===== src/verilog/emb_pkg.sv =====
// shared constants and carrier types of the external memory bus block
`default_nettype none
package emb_pkg;

	// timing base: one oscillator period is one system clock here
	localparam int CLK_PERIOD_PS = 8000;
	localparam int OSC_PERIOD_PS = 8000;
	localparam int PROG_CYCLE_OSC = 6;   // program read cycle, oscillator periods
	localparam int RD_CYCLE_OSC = 12;    // data read cycle, oscillator periods
	localparam int HALF_CLKS = PROG_CYCLE_OSC * OSC_PERIOD_PS / CLK_PERIOD_PS;
	localparam int MCYCLE_CLKS = RD_CYCLE_OSC * OSC_PERIOD_PS / CLK_PERIOD_PS;

	// machine cycle position counter
	localparam logic [3:0] POS_LAST = 4'(MCYCLE_CLKS - 1);
	localparam logic [3:0] POS_HALF = 4'(HALF_CLKS);

	// positions inside one program read half cycle
	localparam logic [3:0] H_ALE_END = 4'h2;   // latch strobe high below this
	localparam logic [3:0] H_ADDR_END = 4'h3;  // low address on port 0 below this
	localparam logic [3:0] H_STB_FIRST = 4'h3; // program read strobe from here
	localparam logic [3:0] H_LAST = 4'(HALF_CLKS - 1);

	// positions inside one data move cycle (starts at POS_HALF)
	localparam logic [3:0] D_ALE_END = 4'h2;
	localparam logic [3:0] D_ADDR_END = 4'h3;
	localparam logic [3:0] D_STB_FIRST = 4'h4;
	localparam logic [3:0] D_STB_LAST = 4'ha;
	localparam logic [3:0] D_LAST = 4'(MCYCLE_CLKS - 1);

	// program space held on chip
	localparam logic [15:0] INT_PROG_LIMIT = 16'h3fff;

	// value forced into the port 0 latch on every external access
	localparam logic [7:0] P0_LATCH_FILL = 8'hff;

	// pin synchroniser depth and resulting sample delay
	localparam int SYNC_LAT = 3;

	// pin reset levels
	localparam logic [7:0] P0_OE_N_RST = 8'hff;
	localparam logic [7:0] P2_OUT_RST = 8'hff;

	// one external data move request from the cpu
	typedef struct packed {
		logic        write;    // 1 store, 0 read
		logic        wide_adr; // 1 data pointer form (16-bit), 0 index register form
		logic [15:0] addr;
		logic [7:0]  wdata;
	} emb_xfer_req_t;

	// byte returned from a program fetch
	typedef struct packed {
		logic        valid;
		logic [15:0] addr;
		logic [7:0]  data;
	} emb_fetch_t;

	// byte returned from a data read
	typedef struct packed {
		logic       valid;
		logic [7:0] data;
	} emb_rdata_t;

endpackage : emb_pkg
`default_nettype wire


===== src/verilog/emb_sync.sv =====
// three-stage pin synchroniser with agreement filter
`timescale 1ns/10ps
`default_nettype none
module emb_sync #(
	parameter int W = 1
) (
	input  wire logic         i_clk_sys,
	input  wire logic         i_rst,
	input  wire logic [W-1:0] i_d,
	output logic      [W-1:0] o_q
);
	import emb_pkg::*;

	typedef struct packed {
		logic [W-1:0] ff1;
		logic [W-1:0] ff2;
		logic [W-1:0] ff3;
		logic [W-1:0] q;
	} emb_sync_st_t;

	emb_sync_st_t s_r;
	emb_sync_st_t s_nxt;

	// ff1 is read by ff2 only; a bit changes once stages two and three agree
	always_comb
	begin
		s_nxt = s_r;
		s_nxt.ff1 = i_d;
		s_nxt.ff2 = s_r.ff1;
		s_nxt.ff3 = s_r.ff2;
		for (int b = 0; b < W; b++)
		begin
			if (s_r.ff2[b] == s_r.ff3[b])
				s_nxt.q[b] = s_r.ff2[b];
		end
	end

	always_ff @(posedge i_clk_sys or posedge i_rst)
	begin
		if (i_rst)
			s_r <= '0;
		else
			s_r <= s_nxt;
	end

	assign o_q = s_r.q;

endmodule : emb_sync
`default_nettype wire


===== src/verilog/emb_bus.sv =====
// external memory bus sequencer: latch strobe, program and data strobes, ports 0 and 2
`timescale 1ns/10ps
`default_nettype none
module emb_bus (
	input  wire logic                   i_clk_sys,
	input  wire logic                   i_rst,
	// cpu side
	input  wire logic [15:0]            i_pc,
	input  wire logic                   i_xfer_valid,
	input  wire emb_pkg::emb_xfer_req_t i_xfer,
	output logic                        o_xfer_ready,
	output emb_pkg::emb_fetch_t         o_fetch,
	output emb_pkg::emb_rdata_t         o_rdata,
	output logic [3:0]                  o_bus_pos,
	// port latches (special function registers) outside this block
	input  wire logic [7:0]             i_p0_latch,
	input  wire logic [7:0]             i_p2_latch,
	output logic                        o_p0_latch_set,
	// pins
	input  wire logic                   i_external_program_select_n,
	input  wire logic [7:0]             i_p0_in,
	output logic [7:0]                  o_p0_out,
	output logic [7:0]                  o_p0_oe_n,
	output logic [7:0]                  o_p2_out,
	output logic [7:0]                  o_p2_strong,
	output logic                        o_ale,
	output logic                        o_ale_oe_n,
	output logic                        o_program_read_strobe_n,
	output logic                        o_program_read_strobe_oe_n,
	output logic                        o_rd_n,
	output logic                        o_wr_n
);
	import emb_pkg::*;

	typedef struct packed {
		logic [3:0]          pos;      // oscillator period within machine cycle
		logic                pend;     // data move accepted, waiting for its slot
		logic                dact;     // data move cycle running
		logic [3:0]          dc;       // period within data move cycle
		emb_xfer_req_t       req;
		logic                half_ext; // current program half fetches externally
		logic [15:0]         faddr;
		logic [15:0]         fcap;
		logic [SYNC_LAT-1:0] fsh;
		logic [SYNC_LAT-1:0] rsh;
		logic                pins_oe_n;
		logic                ale;
		logic                prog_n;
		logic                rd_n;
		logic                wr_n;
		logic                p0_set;
		logic [7:0]          p0_out;
		logic [7:0]          p0_oe_n;
		logic [7:0]          p2_out;
		logic [7:0]          p2_strong;
		emb_fetch_t          fetch;
		emb_rdata_t          rdata;
	} emb_state_t;

	localparam emb_state_t ST_RST = '{
		pins_oe_n: 1'b1,
		prog_n:    1'b1,
		rd_n:      1'b1,
		wr_n:      1'b1,
		p0_oe_n:   P0_OE_N_RST,
		p2_out:    P2_OUT_RST,
		default:   '0
	};

	emb_state_t s_r;
	emb_state_t s_nxt;

	logic [8:0] sync_q;
	logic       ext_sel;
	logic [3:0] pos_n;
	logic [3:0] h_n;
	logic [3:0] d_n;
	logic       fs_in;
	logic       rs_in;

	// position inside the 6-period program read half
	function automatic logic [3:0] emb_half_pos(input logic [3:0] p);
		emb_half_pos = (p >= POS_HALF) ? p - POS_HALF : p;
	endfunction : emb_half_pos

	// the select pin and port 0 input are asynchronous to the sequencer
	emb_sync #(
		.W(9)
	) u_sync (
		.i_clk_sys(i_clk_sys),
		.i_rst    (i_rst),
		.i_d      ({i_external_program_select_n, i_p0_in}),
		.o_q      (sync_q)
	);

	assign ext_sel = ~sync_q[8];

	// a new data move is taken only when none is waiting or running
	assign o_xfer_ready = ~s_r.pend & ~s_r.dact;

	// every pin level is computed for the next period and registered, so pins never glitch
	always_comb
	begin
		s_nxt = s_r;
		pos_n = (s_r.pos == POS_LAST) ? 4'h0 : s_r.pos + 4'h1;
		s_nxt.pos = pos_n;
		s_nxt.pins_oe_n = 1'b0; // pins become outputs only after reset

		// take a request; it waits for the second half of the machine cycle
		if (i_xfer_valid && o_xfer_ready)
		begin
			s_nxt.pend = 1'b1;
			s_nxt.req = i_xfer;
		end

		// data move cycle spans the second half of one machine cycle and the first of the next
		if (s_r.dact)
		begin
			s_nxt.dc = s_r.dc + 4'h1;
			if (s_r.dc == D_LAST) // twelve periods per data cycle
			begin
				s_nxt.dact = 1'b0;
				s_nxt.dc = 4'h0;
			end
		end
		else if (s_r.pend && pos_n == POS_HALF)
		begin
			s_nxt.dact = 1'b1;
			s_nxt.dc = 4'h0;
			s_nxt.pend = 1'b0;
		end

		h_n = emb_half_pos(pos_n);
		d_n = s_nxt.dc;

		// each program half decides internal or external from the counter given now
		if (h_n == 4'h0 && !s_nxt.dact)
		begin
			s_nxt.half_ext = ext_sel || (i_pc > INT_PROG_LIMIT);
			s_nxt.faddr = i_pc; // full 16-bit fetch address
		end

		s_nxt.p0_set = 1'b0;
		s_nxt.ale = 1'b0;
		s_nxt.prog_n = 1'b1;
		s_nxt.rd_n = 1'b1;
		s_nxt.wr_n = 1'b1;

		if (s_nxt.dact)
		begin
			// one latch strobe for the data address, the next one is dropped
			s_nxt.ale = (d_n < D_ALE_END);
			s_nxt.p0_set = (d_n == 4'h0);
			if (d_n < D_ADDR_END)
			begin
				// address held one period past the latch strobe fall
				s_nxt.p0_out = s_nxt.req.addr[7:0];
				s_nxt.p0_oe_n = 8'h00;
			end
			else if (s_nxt.req.write)
			begin
				// store byte leads and trails the store strobe by one period
				s_nxt.p0_out = s_nxt.req.wdata;
				s_nxt.p0_oe_n = 8'h00;
			end
			else
			begin
				s_nxt.p0_oe_n = 8'hff;
			end
			if (d_n >= D_STB_FIRST && d_n <= D_STB_LAST)
			begin
				// only data strobes here, program strobe stays idle
				s_nxt.wr_n = ~s_nxt.req.write;
				s_nxt.rd_n = s_nxt.req.write;
			end
			if (s_nxt.req.wide_adr)
			begin
				// high address byte held on port 2 for the whole cycle
				s_nxt.p2_out = s_nxt.req.addr[15:8];
				s_nxt.p2_strong = s_nxt.req.addr[15:8];
			end
			else
			begin
				// index form: latch contents act as page select
				s_nxt.p2_out = i_p2_latch;
				s_nxt.p2_strong = 8'h00;
			end
		end
		else
		begin
			// latch strobe runs for internal fetches too, one pulse per six periods
			s_nxt.ale = (h_n < H_ALE_END);
			if (s_nxt.half_ext)
			begin
				s_nxt.p0_set = (h_n == 4'h0);
				if (h_n < H_ADDR_END)
				begin
					s_nxt.p0_out = s_nxt.faddr[7:0];
					s_nxt.p0_oe_n = 8'h00;
				end
				else
				begin
					s_nxt.p0_oe_n = 8'hff;
				end
				// three strobe periods close the six-period read
				s_nxt.prog_n = ~(h_n >= H_STB_FIRST);
				// port 2 owned by the counter high byte, latch left alone
				s_nxt.p2_out = s_nxt.faddr[15:8];
				s_nxt.p2_strong = s_nxt.faddr[15:8];
			end
			else
			begin
				// internal fetch: no program strobe, ports follow their latches
				s_nxt.p0_out = 8'h00;
				s_nxt.p0_oe_n = i_p0_latch; // open drain: drive only the zeros
				s_nxt.p2_out = i_p2_latch;
				s_nxt.p2_strong = 8'h00;
			end
		end

		// sample in the last strobe period; the synchroniser adds SYNC_LAT periods
		fs_in = ~s_r.prog_n && (emb_half_pos(s_r.pos) == H_LAST);
		rs_in = ~s_r.rd_n && (s_r.dc == D_STB_LAST);
		s_nxt.fsh = {s_r.fsh[SYNC_LAT-2:0], fs_in};
		s_nxt.rsh = {s_r.rsh[SYNC_LAT-2:0], rs_in};
		if (fs_in)
			s_nxt.fcap = s_r.faddr;

		s_nxt.fetch.valid = s_r.fsh[SYNC_LAT-1];
		if (s_r.fsh[SYNC_LAT-1])
		begin
			s_nxt.fetch.addr = s_r.fcap;
			s_nxt.fetch.data = sync_q[7:0];
		end
		s_nxt.rdata.valid = s_r.rsh[SYNC_LAT-1];
		if (s_r.rsh[SYNC_LAT-1])
			s_nxt.rdata.data = sync_q[7:0];
	end

	always_ff @(posedge i_clk_sys or posedge i_rst)
	begin
		if (i_rst)
			s_r <= ST_RST;
		else
			s_r <= s_nxt;
	end

	// all outputs straight from the state register
	assign o_fetch = s_r.fetch;
	assign o_rdata = s_r.rdata;
	assign o_bus_pos = s_r.pos;
	assign o_p0_latch_set = s_r.p0_set;
	assign o_p0_out = s_r.p0_out;
	assign o_p0_oe_n = s_r.p0_oe_n;
	assign o_p2_out = s_r.p2_out;
	assign o_p2_strong = s_r.p2_strong;
	assign o_ale = s_r.ale;
	assign o_ale_oe_n = s_r.pins_oe_n;
	assign o_program_read_strobe_n = s_r.prog_n;
	assign o_program_read_strobe_oe_n = s_r.pins_oe_n;
	assign o_rd_n = s_r.rd_n;
	assign o_wr_n = s_r.wr_n;
endmodule : emb_bus
`default_nettype wire


===== config.mk =====
export PLATFORM = sky130hd
export DESIGN_NAME = emb_bus
export DESIGN_NICKNAME = d
export VERILOG_FILES = /design/src/verilog/emb_pkg.sv /design/src/verilog/emb_sync.sv /design/src/verilog/emb_bus.sv
export SDC_FILE = /design/constraint.sdc
export NUM_CORES = 1
export LEC_CHECK = 0
export BUFFER_PORTS_ARGS = -buffer_cell sky130_fd_sc_hd__buf_2
export CAP_MARGIN = 20
export CORE_ASPECT_RATIO = 1.2
export CORE_MARGIN = 1
export CORE_UTILIZATION = 62
export CTS_BUF_LIST = sky130_fd_sc_hd__clkbuf_2
export DETAILED_ROUTE_END_ITERATION = 10
export PLACE_DENSITY_LB_ADDON = 0.12
export SYNTH_ARGS = -nofsm -noshare
export SYNTH_HDL_FRONTEND = slang
export SYNTH_SLANG_ARGS = --single-unit

===== constraint.sdc =====
create_clock -name i_clk_sys -period 14.36 [get_ports i_clk_sys]
set_input_delay 1.436 -clock i_clk_sys [delete_from_list [all_inputs] [get_ports i_clk_sys]]
set_output_delay 1.436 -clock i_clk_sys [all_outputs]
set_load 0.005 [all_outputs]

==> summary.md, run 1 <==
| Metric | Value |
|---|---|
| Run status | `finished clean` |
| Yosys top cell area share | `53.2%` |
| CTS root buf | `clkbuf_2` |
| Slew @ Worst Pin | `1060 ps` |
| DRC Markers | `0` |
| Leak | `0.00405 uW` |
| Required time worst endpoint | `15020 ps` |
| Critical path peak fanout | `20` |
| Critical path data arrival time | `4220 ps` |
| Post-route minimum period | `3560 ps` |
| Switching share of total power | `34.3%` |
| Initial core utilization | `63.6%` |
| Slew Limit Fails | `0` |
| Critical path cell sequence | `inv_1, ha_1, a221o_1, a31oi_2, mux2i_1, a21oi_1, nor2_1, a221oi_1` |
| Max frequency | `281 MHz` |
| Synthesis-to-finish area growth | `6.66%` |
| Final WL | `13900 um` |
| RD Place Congestion | `0.792` |
| WL per Instance | `16.5 um` |
| Logic pwr share | `34.4%` |
| Yosys cell types | `48` |
| Commonest cells after routing, fill and taps aside | `dfrtp_1, buf_2, mux2_2, inv_1, nor2_1` |
| All-layer global routing usage | `23.1%` |
| Worst Skew | `32.6 ps` |
| Initial antenna violation count | `1` |
| Internal power | `1010 uW` |
| N_diodes | `0` |
| Clk sinks | `183` |
| Most common cell after layout, fill and taps aside | `dfrtp_1` |
| Dominant cells by area after synthesis | `dfrtp_1, mux2_2, buf_4, dfstp_2, mux2i_1` |
| Core region area | `12100 um2` |
| Final Net Count | `745` |
| Port bufs | `147` |
| Die area | `12800 um2` |
| First-pass GRT wire length | `21800 um` |
| Worst Setup Path Type | `register to register` |
| Vias in the first global route | `4414` |
| Chip height | `124 um` |
| Sequential group share of total power | `52.1%` |
| Hold Buf Count CTS | `0` |
| Die W | `103 um` |
| Setup-failing EPs final | `0` |
| DR vias | `4530` |
| Htree depth | `4` |
| Final period utilization | `24.8%` |
| Design area | `8170 um2` |
| Mean Syn Cell Area | `12.9 um2` |
| Synth Cell Area | `7660 um2` |
| Postcts setup bufs | `0` |
| Critical path's slowest cell | `a31oi_2` |
| Relative slew slack | `29.2%` |
| Worst Setup End Kind | `register` |
| Clock-pin slew on the worst setup and hold paths | `220 ps` |
| Top_reg_cell synth | `dfrtp_1` |
| Post-synth top area cell | `dfrtp_1` |
| TritonCTS buffer count | `17` |
| Post-placement cell area | `8010 um2` |
| CTS tree | `done` |
| Starting DRT DRC Count | `207` |
| CP startpoint kind | `register` |
| Worst-case clock buffer depth | `2` |
| Number of synthesized flops with an enable pin | `0` |
| Seq/Total Area, Yosys | `60.1%` |
| HP Class | `register to register` |
| IO Count | `148` |
| Clk_lat worst skew | `740 ps` |
| First-pass DRT Iterations | `4` |
| Pwr Density | `188 nW/um2` |
| Delay-heaviest family, CP | `compound AO/OA/AOI/OAI gates` |
| CP bufs+invs | `1` |
| Synthesized Nets | `669` |
| Post-cts sizing count | `0` |
| RSZ-0062 raised after global routing | `false` |
| Synth warn | `0` |
| Layout cells sized above 1 | `40.2%` |
| Setup TNS | `0 ps` |
| Final Hold Violating Endpoints | `0` |
| Largest net degree at the start of global routing | `129` |
| Via density | `5.37` |
| Slowest stage delay, CP | `820 ps` |
| Ys async rst share | `100%` |
| ANT nets after route | `0` |
| Mapped Cells | `593` |
| Psw | `526 uW` |
| Yosys reg bits | `183` |
| Row cnt | `44` |
| Max-Cap Viols | `0` |
| Hpwl dp | `9710 um` |
| VDD IR-drop max | `0.000119 V` |
| Remaining Overflow, GRT | `0` |
| Clock network fraction of total power | `13.5%` |
area by class of cell:
type | instances | area (um2)
Inverter | 33 | 131
Clock buffer | 22 | 110
Tap cell | 161 | 201
Fill cell | 957 | 3880
Sequential cell | 183 | 4600
Clock inverter | 10 | 57.6
Multi-Input combinational cell | 284 | 2310
Timing Repair Buffer | 150 | 758
path summary, 6_finish.rpt:
kind	startpoint	to	slack [ps]	cells after the start
max	o_bus_pos[0]	o_p2_out[5]	10800	8
min	s_nxt[74]	s_nxt[8]	350	0
max reg2reg	o_bus_pos[0]	o_p2_out[5]	10800	8
min reg2reg	s_nxt[74]	s_nxt[8]	350	0
max in group asynchronous	i_rst	s_nxt[74]	12280	3
min in group asynchronous	i_rst	u_sync.o_q[1]	830	2
flip-flops by register name, summed over array words and instances (netlist names):
register / cells
s_r: 65
o_fetch: 25
u_sync.s_nxt: 18
o_rdata: 9
u_sync.o_q: 9
u_sync.s_r: 9
o_p0_oe_n: 8
o_p0_out: 8
o_p2_out: 8
o_p2_strong: 8
s_nxt: 6
o_bus_pos: 4
o_ale: 1
o_ale_oe_n: 1
o_p0_latch_set: 1
o_program_read_strobe_n: 1
o_rd_n: 1
o_wr_n: 1
power by group through the flow:
stage | Sequential [uW] | Clock (uW) | Combinational, uW
4_1_cts | 801 | 217 | 530
6_report | 800 | 208 | 529
3_3_place_gp | 803 | 0 | 510
2_1_floorplan | 777 | 0 | 483
5_1_grt | 821 | 237 | 589
3_5_place_dp | 812 | 0 | 528
Yosys cell counts, types with 2 or more instances:
library cell,n
a222oi_1,8
mux2i_1,26
nor2_1,27
dfrtp_1,163
nand2b_1,11
and2_1,4
o211ai_1,2
clkbuf_1,13
a31oi_1,10
nand3b_1,2
o22ai_1,8
inv_1,32
nor3_1,2
nand3_1,5
ha_1,6
dfstp_2,20
nand2_1,22
mux2_2,61
o21bai_1,2
o21ai_0,11
mux2_1,14
and2b_1,2
a21o_1,9
maj3_1,9
a221oi_1,8
a21oi_1,13
buf_4,71
and3_1,3
or2_2,3
buf_6,2
buf_2,7
kinds of logic (layout without fill, tap and decap cells):
kind of cell / count (synthesis) / after routing / share of synthesized area (%)
adder cells (fa/ha/maj): 15 / 15 / 2.16
buffers and inverters: 126 / 215 / 9.96
flip-flops: 183 / 183 / 60.1
XOR/XNOR: 2 / 2 / 0.327
AO/OA/AOI/OAI: 78 / 78 / 7.22
multiplexers: 101 / 101 / 14.4
other: 1 / 1 / 0.0489
AND/OR/NAND/NOR: 87 / 87 / 5.78
layer usage:
metal	track usage, %	vias up	part of all wire, %
met2	35.9	152	48
met1	29.6	2230	43
met4	11.8	0	2.4
li1	-	2118	-
met3	6.57	30	6.6
met5	0	-	0
stage by stage:
stage | instances | utilization [%] | hold slack (ps) | setup slack [ps] | power [uW]
floorplan | 593 | - | 331 | 7990 | 1260
global placement | 811 | 66.4 | 332 | 11020 | 1310
detailed placement | 811 | 66.4 | 335 | 10870 | 1340
CTS | 843 | 67.8 | 358 | 10820 | 1550
global route | 843 | 67.8 | 382 | 10380 | 1650
finish | 843 | 67.8 | 355 | 10800 | 1540
Note: power is estimated with default switching activity, not from simulation.
==> run 2, diff against run 1 <==
--- a/config.mk
+++ b/config.mk
@@ -9,7 +9,7 @@
 export CAP_MARGIN = 20
 export CORE_ASPECT_RATIO = 1.2
 export CORE_MARGIN = 1
-export CORE_UTILIZATION = 62
+export CORE_UTILIZATION = 52
 export CTS_BUF_LIST = sky130_fd_sc_hd__clkbuf_2
 export DETAILED_ROUTE_END_ITERATION = 10
 export PLACE_DENSITY_LB_ADDON = 0.12
==> constraint.sdc (replaced) <==
create_clock -name i_clk_sys -period 2.9 [get_ports i_clk_sys]
set_input_delay 0.29 -clock i_clk_sys [delete_from_list [all_inputs] [get_ports i_clk_sys]]
set_output_delay 0.29 -clock i_clk_sys [all_outputs]
set_load 0.005 [all_outputs]
==> summary.md, run 2 (synthesis gave the netlist of run 1 again) <==
| Metric | Value |
|---|---|
| Largest net degree at the start of global routing | `184` |
| Slew Limit Fails | `0` |
| Leak | `0.00442 uW` |
| Max reg flops | `65` |
| Die W | `113 um` |
| Final Hold Violating Endpoints | `0` |
| Chip height | `135 um` |
| Layout cells sized above 1 | `37.9%` |
| IO Count | `148` |
| Worst r2r path cells | `9` |
| Post-placement cell area | `8100 um2` |
| Reg2reg start | `o_bus_pos[1]` |
| Initial core utilization | `53.2%` |
| Critical path data arrival time | `3350 ps` |
| Via density | `5.19` |
| Commonest cells after routing, fill and taps aside | `dfrtp_1, buf_2, dlygate4sd3_1, mux2_2, inv_1` |
| Core region area | `14400 um2` |
| Remaining Overflow, GRT | `0` |
| Synthesis-to-finish area growth | `18.5%` |
| Initial antenna violation count | `1` |
| Hpwl dp | `10400 um` |
| Final WL | `15100 um` |
| Max frequency | `362 MHz` |
| DR vias | `4872` |
| Clk_lat worst skew | `730 ps` |
| Final period utilization | `95.2%` |
| Run status | `finished clean` |
| All-layer global routing usage | `21.3%` |
| FF-to-FF setup slack | `140 ps` |
| Clk sinks | `183` |
| Worst Setup End Kind | `register` |
| Worst-case clock buffer depth | `2` |
| Worst Setup Path Type | `register to register` |
| Clock-pin slew on the worst setup and hold paths | `230 ps` |
| Critical path's slowest cell | `a21oi_1` |
| Htree depth | `4` |
| Relative slew slack | `36.2%` |
| CTS tree | `done` |
| Critical path peak fanout | `15` |
| Required time worst endpoint | `3490 ps` |
| Setup TNS | `0 ps` |
| Largest reg by FF count | `s_r` |
| Design area | `9080 um2` |
| First-pass GRT wire length | `24800 um` |
| Post-route minimum period | `2760 ps` |
| WL per Instance | `16.1 um` |
| Row cnt | `48` |
| RD Place Congestion | `0.867` |
| Slew @ Worst Pin | `957 ps` |
| CP startpoint kind | `register` |
| Starting DRT DRC Count | `292` |
| Vias in the first global route | `4968` |
| Fin Hold WS | `149 ps` |
| TritonCTS buffer count | `17` |
| Critical path cell sequence | `ha_1, xor2_2, o2bb2ai_2, nand4_2, and2_1, inv_2, buf_4, a21oi_1, a222oi_1` |
| Max-Cap Viols | `0` |
| CP bufs+invs | `2` |
| VDD IR-drop max | `0.000473 V` |
| RSZ-0062 raised after global routing | `false` |
| HP Class | `primary input to register` |
| DRC Markers | `0` |
| HP Start | `i_xfer_valid` |
| Final Net Count | `825` |
| Port bufs | `147` |
| Die area | `15200 um2` |
| Endpoint of the worst register-to-register path | `o_p0_out[6]` |
| ANT nets after route | `0` |
| Slowest stage delay, CP | `540 ps` |
| Hold depth | `3` |
| Most common cell after layout, fill and taps aside | `dfrtp_1` |
| First-pass DRT Iterations | `6` |
| Pwr Density | `889 nW/um2` |
| Worst Skew | `18.4 ps` |
| Hold Crit Endpoint | `s_r[136]` |
| Delay-heaviest family, CP | `compound AO/OA/AOI/OAI gates` |
| CTS root buf | `clkbuf_2` |
| Setup-failing EPs final | `0` |
[run 2: changes by cell type in the layout (fill, tap and decap cells not counted), sizes merged]
cell and change:
buf +12, clkbuf -4, diode +1, inv -1, clkinv +1, bufinv +3, clkinvlp +1, dlygate4sd3 +68
[run 2: layout make-up]
type,instances,area [um2]
flip-flops and latches,183,4610
clock inverters,14,159
clock buffers,18,90.1
inverters,33,128
multi-input cells,284,2330
repair buffers,230,1550
diodes,1,2.50
well taps,175,219
fillers,1184,5330
[run 2: worst max path at each step]
stage                          end    startpoint  depth (start not counted)
floorplan                    o_ale         i_rst                          1
global placement    o_p2_strong[1]  o_bus_pos[1]                          9
detailed placement    o_p0_oe_n[3]  o_bus_pos[1]                          8
CTS                    o_p2_out[4]  o_bus_pos[1]                          9
global route           o_p0_out[7]  o_bus_pos[1]                          9
finish                 o_p0_out[6]  o_bus_pos[1]                          9
[run 2: worst min-delay path, delay by kind of cell]
family / cells / cell delay (ps)
multiplexers: 1 / 310
buffers and inverters: 1 / 70
AND/OR/NAND/NOR: 1 / 150
[run 2: timing repair]
| item | in CTS | in global routing |
|---|---|---|
| setup buffers | 0 | 3 |
| hold buffers | 68 | 0 |
| resized for setup | 1 | 4 |
| pin swaps | 0 | 1 |
| setup endpoints to repair | 1 | 24 |
| hold endpoints to repair | 245 | 0 |
[run 2: power by group]
group	internal, uW	total [uW]	switching, uW	leakage [uW]
Clock	473	1300	829	0.000139
Sequential	3510	3960	450	0.00221
Combinational	1380	2810	1430	0.00208
[run 2: per-layer routing]
layer / up-vias / share of wire (%) / GRT usage, %
met5: - / 0 / 0
met4: 0 / 2.1 / 9.48
met3: 28 / 4.2 / 4.80
met2: 140 / 50 / 36.0
met1: 2421 / 44 / 26.4
li1: 2283 / - / -
[run 2: metrics by stage]
step	cells	power (uW)	setup WS, ps	utilization, %
detailed placement	834	6760	78.5	56.2
global placement	834	6650	184	56.2
CTS	934	8150	5.87	62.7
global route	938	8650	6.99	63.0
finish	938	8080	140	63.0
floorplan	593	6240	276	-
